### src/rtl/lhd_map.svh
// constants for the hub-cycle decoder: start codes, field values, counts
// assumes nothing; definitions only
`ifndef LHD_MAP_SVH
`define LHD_MAP_SVH
`define LHD_START_LPC 4'h0
`define LHD_START_HUB_RD 4'hd
`define LHD_START_HUB_WR 4'he
`define LHD_SIZE_ONE 4'h0
`define LHD_SYNC_READY 4'h0
`define LHD_SYNC_WAIT 4'h5
`define LHD_TAR_VALUE 4'hf
`define LHD_CT_MEM 2'b01
`define LHD_CT_DIR_BIT 1
`define LHD_HUB_ADDR_NIB 4'h7
`define LHD_LPC_ADDR_NIB 4'h8
`define LHD_A23_BIT 23
`define LHD_WAIT_CYCLES 4'h2
`endif

### src/rtl/lhd_pkg.sv
// types shared by both ends of the hub-cycle decoder
// assumes lhd_map.svh for the numeric constants
`default_nettype none
package lhd_pkg;
   typedef enum logic [3:0] {
      LHD_IDLE = 4'h0,
      LHD_SEL = 4'h1,
      LHD_ADDR = 4'h2,
      LHD_SIZE = 4'h3,
      LHD_DATA = 4'h4,
      LHD_TURNAROUND_FIRST_CLOCK = 4'h5,
      LHD_TURNAROUND_SECOND_CLOCK = 4'h6,
      LHD_SYNC = 4'h7,
      LHD_RTAR0 = 4'h8,
      LHD_RTAR1 = 4'h9,
      LHD_CTYPE = 4'ha,
      LHD_SKIP = 4'hb
   } lhd_state_t;
   typedef enum logic [1:0] {
      LHD_KIND_NONE = 2'h0,
      LHD_KIND_HUB = 2'h1,
      LHD_KIND_LPC = 2'h2
   } lhd_kind_t;
endpackage
`default_nettype wire

### src/rtl/lhd_bus_if.sv
// nibble bus between host master and flash target
// assumes the bench resolves the shared wire from the two enables
`default_nettype none
interface lhd_bus_if;
   logic frameStrobe_n;
   logic [3:0] hostNibble;
   logic hostNibbleOe;
   logic [3:0] devNibble;
   logic devNibbleOe;
   logic [3:0] nibbleBus;
   modport host (
      output frameStrobe_n, output hostNibble, output hostNibbleOe,
      input nibbleBus
   );
   modport device (
      input frameStrobe_n, input nibbleBus,
      output devNibble, output devNibbleOe
   );
endinterface
`default_nettype wire

### src/rtl/lhd_sync2.sv
// two-flop synchroniser, one per bit, for pin inputs
// assumes a single clock domain behind it
`default_nettype none
module lhd_sync2 #(
   parameter int W = 1
) (
   input wire logic mclk,
   input wire logic rst_n,
   input wire logic [W-1:0] din,
   input wire logic [W-1:0] rstVal,
   output logic [W-1:0] dout
);
   logic [W-1:0] meta_r;
   genvar i;
   generate
      for (i = 0; i < W; i++) begin : g_bit
         always_ff @(posedge mclk or negedge rst_n) begin
            if (!rst_n) begin
               meta_r[i] <= 1'b1;
               dout[i] <= 1'b1;
            end else begin
               meta_r[i] <= din[i];
               dout[i] <= meta_r[i];
            end
         end
      end
   endgenerate
   // rstVal kept for users wanting a documented idle level; all pins idle high
   logic unusedRst;
   assign unusedRst = ^rstVal;
endmodule
`default_nettype wire

### src/rtl/lhd_target.sv
// flash target front end: hub and lpc memory cycle decode
// Behaviour
// code 1110b opens a hub single-byte write
// start code is last nibble while strobe low
// select nibble must match strap identity
// hub address is seven nibbles, MSB first
// host sends size nibble 0000b
// data byte follows, low nibble first
// written byte is command or program data
// host drives 1111b, then floats bus
// device takes bus, drives one ready sync
// device drives 1111b, then floats
// fields sampled on rising bus clock
// lpc start is 0000b while strobe low
// non-zero start still tried as hub cycle; code takes only 1101b and 1110b as hub starts
// cycle type bits[3:2]=01b means memory
// other cycle types: float, go standby
// bit1 gives direction, bit0 ignored
// lpc address is eight nibbles, MSB first
// ignore A31-A24 and A22-A18
// A23 selects array or register space
// code 1101b is a hub single-byte read
// wait sync 0101b until ready
// mismatched select keeps bus floating
// new strobe assertion restarts decode
// assumes frame strobe and bus arrive from pins; the two-flop delay is
// applied equally to both so their relative timing is kept
`default_nettype none
`include "lhd_map.svh"
module lhd_target (
   input wire logic mclk,
   input wire logic rst_n,
   input wire logic clkEn,
   lhd_bus_if.device bus,
   input wire logic [3:0] strapId,
   input wire logic opBusy,
   input wire logic [3:0] waitCount,
   input wire logic [7:0] readData,
   output logic wrStrobe,
   output logic rdStrobe,
   output logic [7:0] wrByte,
   output logic [22:0] accAddr,
   output logic toArray,
   output logic isHub,
   output logic standby,
   output logic [3:0] lastStart
);
   import lhd_pkg::*;
   // =============================================
   // pin capture
   logic [8:0] pinSync;
   logic frameLow;
   logic [3:0] nib;
   logic [3:0] strapSync;
   // straps are pins too, so they share the two-flop path
   lhd_sync2 #(.W(9)) uSync (
      .mclk(mclk),
      .rst_n(rst_n),
      .din({strapId, bus.frameStrobe_n, bus.nibbleBus}),
      .rstVal(9'h1ff),
      .dout(pinSync)
   );
   assign frameLow = ~pinSync[4];
   assign nib = pinSync[3:0];
   assign strapSync = pinSync[8:5];
   // =============================================
   // cycle state
   lhd_state_t state_r;
   lhd_kind_t kind_r;
   logic isWrite_r;
   logic [3:0] cnt_r;
   logic [31:0] addr_r;
   logic [3:0] devNib_r;
   logic devOe_r;
   logic badType_r;
   always_ff @(posedge mclk or negedge rst_n) begin
      if (!rst_n) begin
         state_r <= LHD_IDLE;
         kind_r <= LHD_KIND_NONE;
         isWrite_r <= 1'b0;
         cnt_r <= 4'h0;
         addr_r <= 32'h0;
         wrByte <= 8'h0;
         badType_r <= 1'b0;
         lastStart <= 4'h0;
         isHub <= 1'b0;
      end else if (clkEn) begin
         if (frameLow) begin
            // each low clock overwrites: the last one before release wins
            state_r <= LHD_IDLE;
            lastStart <= nib;
            badType_r <= 1'b0;
            cnt_r <= 4'h0;
            case (nib)
               `LHD_START_LPC: kind_r <= LHD_KIND_LPC;
               `LHD_START_HUB_WR: begin
                  kind_r <= LHD_KIND_HUB;
                  isWrite_r <= 1'b1;
               end
               `LHD_START_HUB_RD: begin
                  kind_r <= LHD_KIND_HUB;
                  isWrite_r <= 1'b0;
               end
               default: kind_r <= LHD_KIND_NONE;
            endcase
         end else begin
            case (state_r)
               LHD_IDLE: begin
                  if (kind_r == LHD_KIND_HUB) begin
                     state_r <= LHD_SEL;
                  end else if (kind_r == LHD_KIND_LPC) begin
                     state_r <= LHD_CTYPE;
                  end
                  kind_r <= LHD_KIND_NONE;
                  // first post-strobe clock is field 2 itself
                  if (kind_r == LHD_KIND_HUB) begin
                     isHub <= 1'b1;

                     state_r <= (nib == strapSync) ? LHD_ADDR : LHD_SKIP;
                  end else if (kind_r == LHD_KIND_LPC) begin
                     isHub <= 1'b0;
                     if (nib[3:2] == `LHD_CT_MEM) begin
                        isWrite_r <= nib[`LHD_CT_DIR_BIT];
                        state_r <= LHD_ADDR;
                     end else begin
                        badType_r <= 1'b1;
                        state_r <= LHD_SKIP;
                     end
                  end
               end
               LHD_ADDR: begin
                  addr_r <= {addr_r[27:0], nib};
                  cnt_r <= cnt_r + 4'h1;
                  if (isHub && cnt_r == `LHD_HUB_ADDR_NIB - 4'h1) begin
                     state_r <= LHD_SIZE;
                  end else if (!isHub &&
                               cnt_r == `LHD_LPC_ADDR_NIB - 4'h1) begin
                     cnt_r <= 4'h0;
                     state_r <= isWrite_r ? LHD_DATA : LHD_TURNAROUND_FIRST_CLOCK;
                  end
               end
               LHD_SIZE: begin
                  // size other than one byte is the host's fault
                  cnt_r <= 4'h0;
                  state_r <= isWrite_r ? LHD_DATA : LHD_TURNAROUND_FIRST_CLOCK;
               end
               LHD_DATA: begin
                  wrByte <= {nib, wrByte[7:4]};
                  cnt_r <= cnt_r + 4'h1;
                  if (cnt_r == 4'h1) begin
                     state_r <= LHD_TURNAROUND_FIRST_CLOCK;
                  end
               end
               LHD_TURNAROUND_FIRST_CLOCK: state_r <= LHD_TURNAROUND_SECOND_CLOCK;
               LHD_TURNAROUND_SECOND_CLOCK: begin
                  state_r <= LHD_SYNC;
                  cnt_r <= 4'h0;
               end
               LHD_SYNC: begin
                  cnt_r <= cnt_r + 4'h1;
                  if (cnt_r >= waitCount) begin
                     // no read data phase: both directions hand back
                     state_r <= LHD_RTAR0;
                     cnt_r <= 4'h0;
                  end
               end
               LHD_RTAR0: state_r <= LHD_RTAR1;
               LHD_RTAR1: state_r <= LHD_SKIP;
               LHD_SKIP: state_r <= LHD_SKIP;
               default: state_r <= LHD_IDLE;
            endcase
         end
      end
   end
   // =============================================
   // pin drive
   always_ff @(posedge mclk or negedge rst_n) begin
      if (!rst_n) begin
         devNib_r <= `LHD_TAR_VALUE;
         devOe_r <= 1'b0;
      end else if (clkEn) begin
         devOe_r <= 1'b0;
         devNib_r <= `LHD_TAR_VALUE;
         if (!frameLow) begin
            // second turnaround clock floats: a zero waitCount makes the
            // ready sync the first nibble driven
            if (state_r == LHD_SYNC && cnt_r < waitCount) begin
               devOe_r <= 1'b1;
               devNib_r <= `LHD_SYNC_WAIT;
            end
            if (state_r == LHD_SYNC && cnt_r >= waitCount) begin
               devOe_r <= 1'b1;
               devNib_r <= `LHD_SYNC_READY;
            end
            if (state_r == LHD_RTAR0) begin
               devOe_r <= 1'b1;
               devNib_r <= `LHD_TAR_VALUE;
            end
         end
      end
   end
   assign bus.devNibble = devNib_r;
   assign bus.devNibbleOe = devOe_r;
   // =============================================
   // core-side strobes
   always_ff @(posedge mclk or negedge rst_n) begin
      if (!rst_n) begin
         wrStrobe <= 1'b0;
         rdStrobe <= 1'b0;
         accAddr <= 23'h0;
         toArray <= 1'b0;
         standby <= 1'b0;
      end else if (clkEn) begin
         wrStrobe <= 1'b0;
         rdStrobe <= 1'b0;
         if (state_r == LHD_TURNAROUND_SECOND_CLOCK && !frameLow) begin
            wrStrobe <= isWrite_r;
            rdStrobe <= ~isWrite_r;
            toArray <= addr_r[`LHD_A23_BIT];
            accAddr <= {1'b0, 4'h0, addr_r[17:0]};
         end
         standby <= badType_r & ~frameLow & ~opBusy;
      end
   end
   logic unusedRd;
   assign unusedRd = ^readData;
endmodule
`default_nettype wire

### src/flat_wrapper.sv
// flat-port wrapper written by rule: the top's interface ports become plain ports
module lhd_target_flat import lhd_pkg::*;
  (mclk, rst_n, clkEn, strapId, opBusy, waitCount, readData, wrStrobe, rdStrobe, wrByte, accAddr, toArray, isHub, standby, lastStart, bus_frameStrobe_n, bus_nibbleBus, bus_devNibble, bus_devNibbleOe);
  lhd_bus_if bus_i ();
  input wire logic mclk;
  input wire logic rst_n;
  input wire logic clkEn;
  input wire logic [3:0] strapId;
  input wire logic opBusy;
  input wire logic [3:0] waitCount;
  input wire logic [7:0] readData;
  output logic wrStrobe;
  output logic rdStrobe;
  output logic [7:0] wrByte;
  output logic [22:0] accAddr;
  output logic toArray;
  output logic isHub;
  output logic standby;
  output logic [3:0] lastStart;
  input wire logic [$bits(bus_i.frameStrobe_n)-1:0] bus_frameStrobe_n;
  input wire logic [$bits(bus_i.nibbleBus)-1:0] bus_nibbleBus;
  output wire logic [$bits(bus_i.devNibble)-1:0] bus_devNibble;
  output wire logic [$bits(bus_i.devNibbleOe)-1:0] bus_devNibbleOe;
  assign bus_i.frameStrobe_n = bus_frameStrobe_n;
  assign bus_i.nibbleBus = bus_nibbleBus;
  assign bus_devNibble = bus_i.devNibble;
  assign bus_devNibbleOe = bus_i.devNibbleOe;
  lhd_target u_core (.mclk(mclk), .rst_n(rst_n), .clkEn(clkEn), .bus(bus_i), .strapId(strapId), .opBusy(opBusy), .waitCount(waitCount), .readData(readData), .wrStrobe(wrStrobe), .rdStrobe(rdStrobe), .wrByte(wrByte), .accAddr(accAddr), .toArray(toArray), .isHub(isHub), .standby(standby), .lastStart(lastStart));
endmodule
### config.mk
export PLATFORM = sky130hd
export DESIGN_NAME = lhd_target_flat
export DESIGN_NICKNAME = d
export VERILOG_FILES = /design/src/rtl/lhd_pkg.sv /design/src/rtl/lhd_bus_if.sv /design/src/rtl/lhd_sync2.sv /design/src/rtl/lhd_target.sv /design/src/flat_wrapper.sv
export VERILOG_INCLUDE_DIRS = /design/src /design/src/rtl
export SDC_FILE = /design/constraint.sdc
export NUM_CORES = 1
export LEC_CHECK = 0
export BUFFER_PORTS_ARGS = -buffer_cell sky130_fd_sc_hd__buf_2
export CAP_MARGIN = 5
export CORE_MARGIN = 2
export CORE_UTILIZATION = 45
export DETAILED_ROUTE_END_ITERATION = 7
export PLACE_DENSITY_LB_ADDON = 0.1
export RECOVER_POWER = 25
export SLEW_MARGIN = 40
export SYNTH_ARGS = -nofsm -noshare
export SYNTH_HDL_FRONTEND = slang
export SYNTH_SLANG_ARGS = --single-unit
### constraint.sdc
create_clock -name mclk -period 3.1 [get_ports mclk]
set_input_delay 0.465 -clock mclk [delete_from_list [all_inputs] [get_ports mclk]]
set_output_delay 0.465 -clock mclk [all_outputs]
set_load 0.1 [all_outputs]
Word level (Yosys, flattened, before mapping)
Index checks and enable logic that the tools add are counted.

Muxes and demuxes: 42. Order comparisons: 2. Multiply operators: 0. Equal/unequal tests: 28. Divide/modulo/power cells: 0. Bitwise operators: 5. Reductions and logical operators: 23. Shift operators: 0. Add/sub/neg operators: 1.

Operators by type and width (number): two-way mux 4 bit (17); one-hot mux 4 bit (9 select lines) (1); == test 4 x 3 -> 1 bit (second input constant) (6); == test 4 bit (second input constant) (5); two-way mux 1 bit (19); one-hot mux 4 bit (4 select lines) (1); AND reduction 5 bit (2); == test 4 x 2 -> 1 bit (second input constant) (2); zero test 4 bit (2); != test 4 x 2 -> 1 bit (second input constant) (2); AND reduction 2 bit (4); != test 2 x 1 -> 1 bit (second input constant) (3); != test 3 x 2 -> 1 bit (second input constant) (2); AND reduction 3 bit (2); AND reduction 6 bit (1); OR reduction 2 bit (3); logical AND 1 bit (5); != test 5 x 2 -> 1 bit (second input constant) (1); adder 4 x 1 -> 4 bit (second input constant) (1); == test 2 x 1 -> 1 bit (second input constant) (2); == test 4 x 1 -> 1 bit (second input constant) (1); == test 4 bit (1); >= comparator 4 bit (1); < comparator 4 bit (1); 11 further kinds (16).

Memory bits (read-only): 0. Latch bits: 0. Output and inout bits: 45. Bits in registers: 94. Memories kept: 0. RAM bits: 0.

Depth between registers and ports, before layout
Word-level depth: 6. Depth in mapped cells: 7. Mapped depth without buffers: 7.

Cells and area by module
Synthesis repeated with hierarchy kept, for this count alone.

Cells, all modules: 304. Area total of the unflattened synthesis: 3886.2 µm².

By module, submodules not included: lhd_target (area an instance 3413.3 µm², cells an instance 286, instances 1, sequential area each 1754.2 µm²); lhd_sync2 (area an instance 473.0 µm², cells an instance 18, instances 1, sequential area each 473.0 µm²).

Worst setup path before layout
No wires, ideal clock.

Path type: flip-flop to flip-flop. From: reg u_core.isHub. To: reg u_core.state_r[3]. Slack: 0.878 ns. Cell stages (with the launch flop): 6. Library setup time: 0.125 ns. Arrival time: 2.097 ns. Required time: 2.975 ns. Cells stage by stage: dfrtp_1 -> and4bb_2 -> o41ai_2 -> a211oi_1 -> nor2_2 -> mux2_2.

Word-level cells in the longest chain between the ends: 4. Elaborated cells between the ends (all ways): 8.

RTL lines: start, declared (RTL line lhd_target.sv:44) `output logic isHub,`; start signal, assigned (RTL line lhd_target.sv:86) `isHub <= 1'b0;`; start signal, assigned (RTL line lhd_target.sv:117) `isHub <= 1'b1;`; start signal, assigned (RTL line lhd_target.sv:121) `isHub <= 1'b0;`; logical AND 1 bit / zero test 1 bit (equally long branches) (RTL line lhd_target.sv:134, lhd_target.sv:136); two-way mux 4 bit / logical AND 1 bit (equally long branches) (RTL line lhd_target.sv:134, lhd_target.sv:136); one-hot mux 4 bit (9 select lines) / != test 4 x 2 -> 1 bit (equally long branches); two-way mux 4 bit / AND reduction 5 bit (equally long branches); end signal, assigned (RTL line lhd_target.sv:119) `state_r <= (nib == strapSync) ? LHD_ADDR : LHD_SKIP;`; end signal, assigned (RTL line lhd_target.sv:139) `state_r <= isWrite_r ? LHD_DATA : LHD_TURNAROUND_FIRST_CLOCK;`; end signal, assigned (RTL line lhd_target.sv:145) `state_r <= isWrite_r ? LHD_DATA : LHD_TURNAROUND_FIRST_CLOCK;`; end, declared (RTL line lhd_target.sv:68) `lhd_state_t state_r;`.

Parallel ways exist; a longest one is shown, timed or not. A chain may end at the register's enable or synchronous reset.

Final worst setup path
From: reg u_core.state_r[0]. To: reg u_core.state_r[3].

Word-level cells in the longest chain between the ends: 4. Elaborated cells between the ends (all ways): 18.

RTL lines: == test 4 bit (RTL line lhd_target.sv:107) `case (state_r)`; OR reduction 2 bit (no source line); one-hot mux 4 bit (9 select lines) (RTL line lhd_target.sv:107); two-way mux 4 bit (RTL line lhd_target.sv:88) `if (frameLow) begin`.

Parallel ways exist; a longest one is shown, timed or not.

==> metrics.yaml <==
timing:
  period_share_pct: 66.0
  finalCriticalPeriod_ps: 2050
  setup_tns_ps: 0
  fmaxAchievable_ghz: 0.489
  slew_headroom_pct: -47.2
  rsz0062_at_grt: "false"
  finalHoldViolations: 0
  tightest_slew_ps: 2210
  drv_slew: 42
  fin_ws_ps: 1050
  finalSetupViolations: 0
  fin_skew_ps: 14.7
yosys:
  ys_warn_count: 0
  synth_cell_types: 50
  netlist_area_mm2: 0.00385
  async_flop_share_pct: 100
  yosys.area.top_type: "dfrtp_1"
  synth-seq-cells: 88
  synth_edf_count: 0
  ys_top_cells_by_area: "dfrtp_1 44%, mux2_2 14%, dfstp_2 14%"
  synth_commonest_cells: "68 x dfrtp_1, 48 x mux2_2, 29 x nand2_1"
  yosysSeqAreaShare_pct: 57.9
  synthesis.instances: 316
  syn_area_per_cell_um2: 12.2
  synth_most_common_cell: "dfrtp_1"
  synth_ff_type: "dfrtp_1"
  synth_top_cell_area_share_pct: 44.2
run_status:
  violations: "capacitance limit, slew limit"
  status: "finished with violations"
clock_tree:
  post_cts_buffers: 0
  ctsResizeCount: 0
  cts-htree-levels: 3
  cts_made_buffers: 9
  cts_tree: "yes"
  clock_path_buffers: 2
  path_clk_slew_ps: 90
  postCtsHoldBufs: 0
  clock-sinks: 88
  root_buffer: "clkbuf_8"
  insertion_delay_ps: 350
detailed_routing:
  vias: 2500
  wl_um: 7100
  dr.pass1.iters: 4
  wire_per_inst_um: 14.8
  vias_per_cell: 5.22
  drtIter0Drc: 105
  drc: 0
  postRouteAntennaNets: 0
die:
  start_util_pct: 46.6
  die-area_mm2: 0.00931
  die_h_um: 96.5
  rows: 33
  io_pins: 70
  coreArea_mm2: 0.00826
  die_w_um: 96.5
place:
  post-place-cells: 463
  dp_slack_ps: 998
  gp_congestion: 0.808
  hpwl_um: 4780
  io_buffers: 56
pwr:
  power_density_mw_per_mm2: 811
  leakage_nw: 2.19
  ir_worst_vdd_mv: 0.657
worst_hold_path:
  hp-class: "input pin to flip-flop"
  hold_path_end: "u_core.uSync.meta_r[1]"
  holdCritStartpoint: "bus_nibbleBus[1]"
  min_path_cells: 1
setup_path:
  r2r_cells: 5
  endpoint_kind: "flip-flop"
  r2r-end: "u_core.state_r[3]"
  startpoint_type: "flip-flop"
  critPathMaxFanout: 16
  required_ps: 3340
  critPathKind: "flip-flop to flip-flop"
  crit_arrival_ps: 2290
  r2r_start: "u_core.state_r[0]"
  r2r_slack_ps: 1050
grt:
  overflow: 0
  grt_max_degree: 48
  grt_usage_pct: 16.5
  antenna_found_initial: 0
  first_global_vias: 2420
  grt_pass1_wl_um: 11700
finish:
  fin_cells: 479
  layout.nets: 403
  drive_gt1_share_pct: 39.8
  diodes: 0
  postLayoutCoreUtil_pct: 53.3
  area_delta_synth_final_pct: 14.3
job:
  cap_violations: 1
cells by family after synthesis:
logic type,Yosys count,synth area share [%]
XOR/XNOR,3,0.683
flip-flops,88,57.9
other,1,0.0975
AO/OA/AOI/OAI,45,8.03
multiplexers,49,14.3
AND/OR/NAND/NOR,85,11.1
buffers and inverters,36,5.01
adder cells (fa/ha/maj),9,2.93
power by group:
| group | switching [W] | internal [W] |
|---|---|---|
| combinational | 0.000815 | 0.000334 |
| sequential | 0.000200 | 0.00134 |
| clock | 0.000414 | 0.000462 |
layer usage:
metal  vias up  share of wire (%)  GRT usage (%)
met5         -                  0              0
met4         0                1.6           6.81
met3        10                4.1           3.03
met2        55                 47           26.2
met1      1246                 48           22.3
li1       1189                  -              -
cell usage in the layout, fill, tap and decap left out, types with 3 or more instances in the layout:
cell type and count:
dfrtp_1 68, buf_2 55, mux2_2 48, nand2_1 29, dfstp_2 20, nor2_1 18
inv_1 15, a21oi_1 13, ha_1 9, clkbuf_8 9, nand3_1 8, o21ai_0 7
nand2b_1 5, conb_1 5, o211ai_1 4, a22o_1 4, nor2b_1 3, a31oi_1 3
or3_1 3
worst max-delay path, cell delays in order (launching register included):
cell and delay, ps:
dfrtp_1 570, or2b_1 380, o41ai_2 400, a211oi_1 120, nor2_2 140, mux2_2 340
sequential cells by signal, indices dropped and copies added (netlist names), 4 cells and up:
register,count
u_core.addr_r,20
u_core.accAddr,18
u_core.uSync.dout,9
u_core.uSync.meta_r,9
u_core.wrByte,8
u_core.cnt_r,4
u_core.lastStart,4
u_core.state_r,4
per-stage QoR:
stage                     total power, W  instance area (um2)  hold WS, ps
final                            0.00357                 4400          204
after floorplan                  0.00251                 3860          169
after global placement           0.00271                 4180          346
after global routing             0.00376                 4400          185
after CTS                        0.00360                 4400         99.4
after detailed placement         0.00272                 4180          347
layout make-up:
class                   instances  area, um2
clock buffers                  10        128
clock inverters                 6       93.8
fillers                       765       3860
inverters                      15       56.3
multi-input cells             196       1450
flip-flops and latches         88       2230
well taps                     105        131
repair buffers                 59        314
how the worst max path moves through the flow:
stage	startpoint	end	slack (ps)	cells past startpoint
after detailed placement	clkEn	u_core.toArray	1000	6
after CTS	u_core.uSync.dout[4]	u_core.toArray	1030	5
after floorplan	u_core.isHub	u_core.state_r[3]	880	5
final	u_core.state_r[0]	u_core.state_r[3]	1050	5
after global routing	rst_n	u_core.accAddr[3]	640	1
after global placement	clkEn	u_core.toArray	980	6
Note: power is estimated with default switching activity, not from simulation.
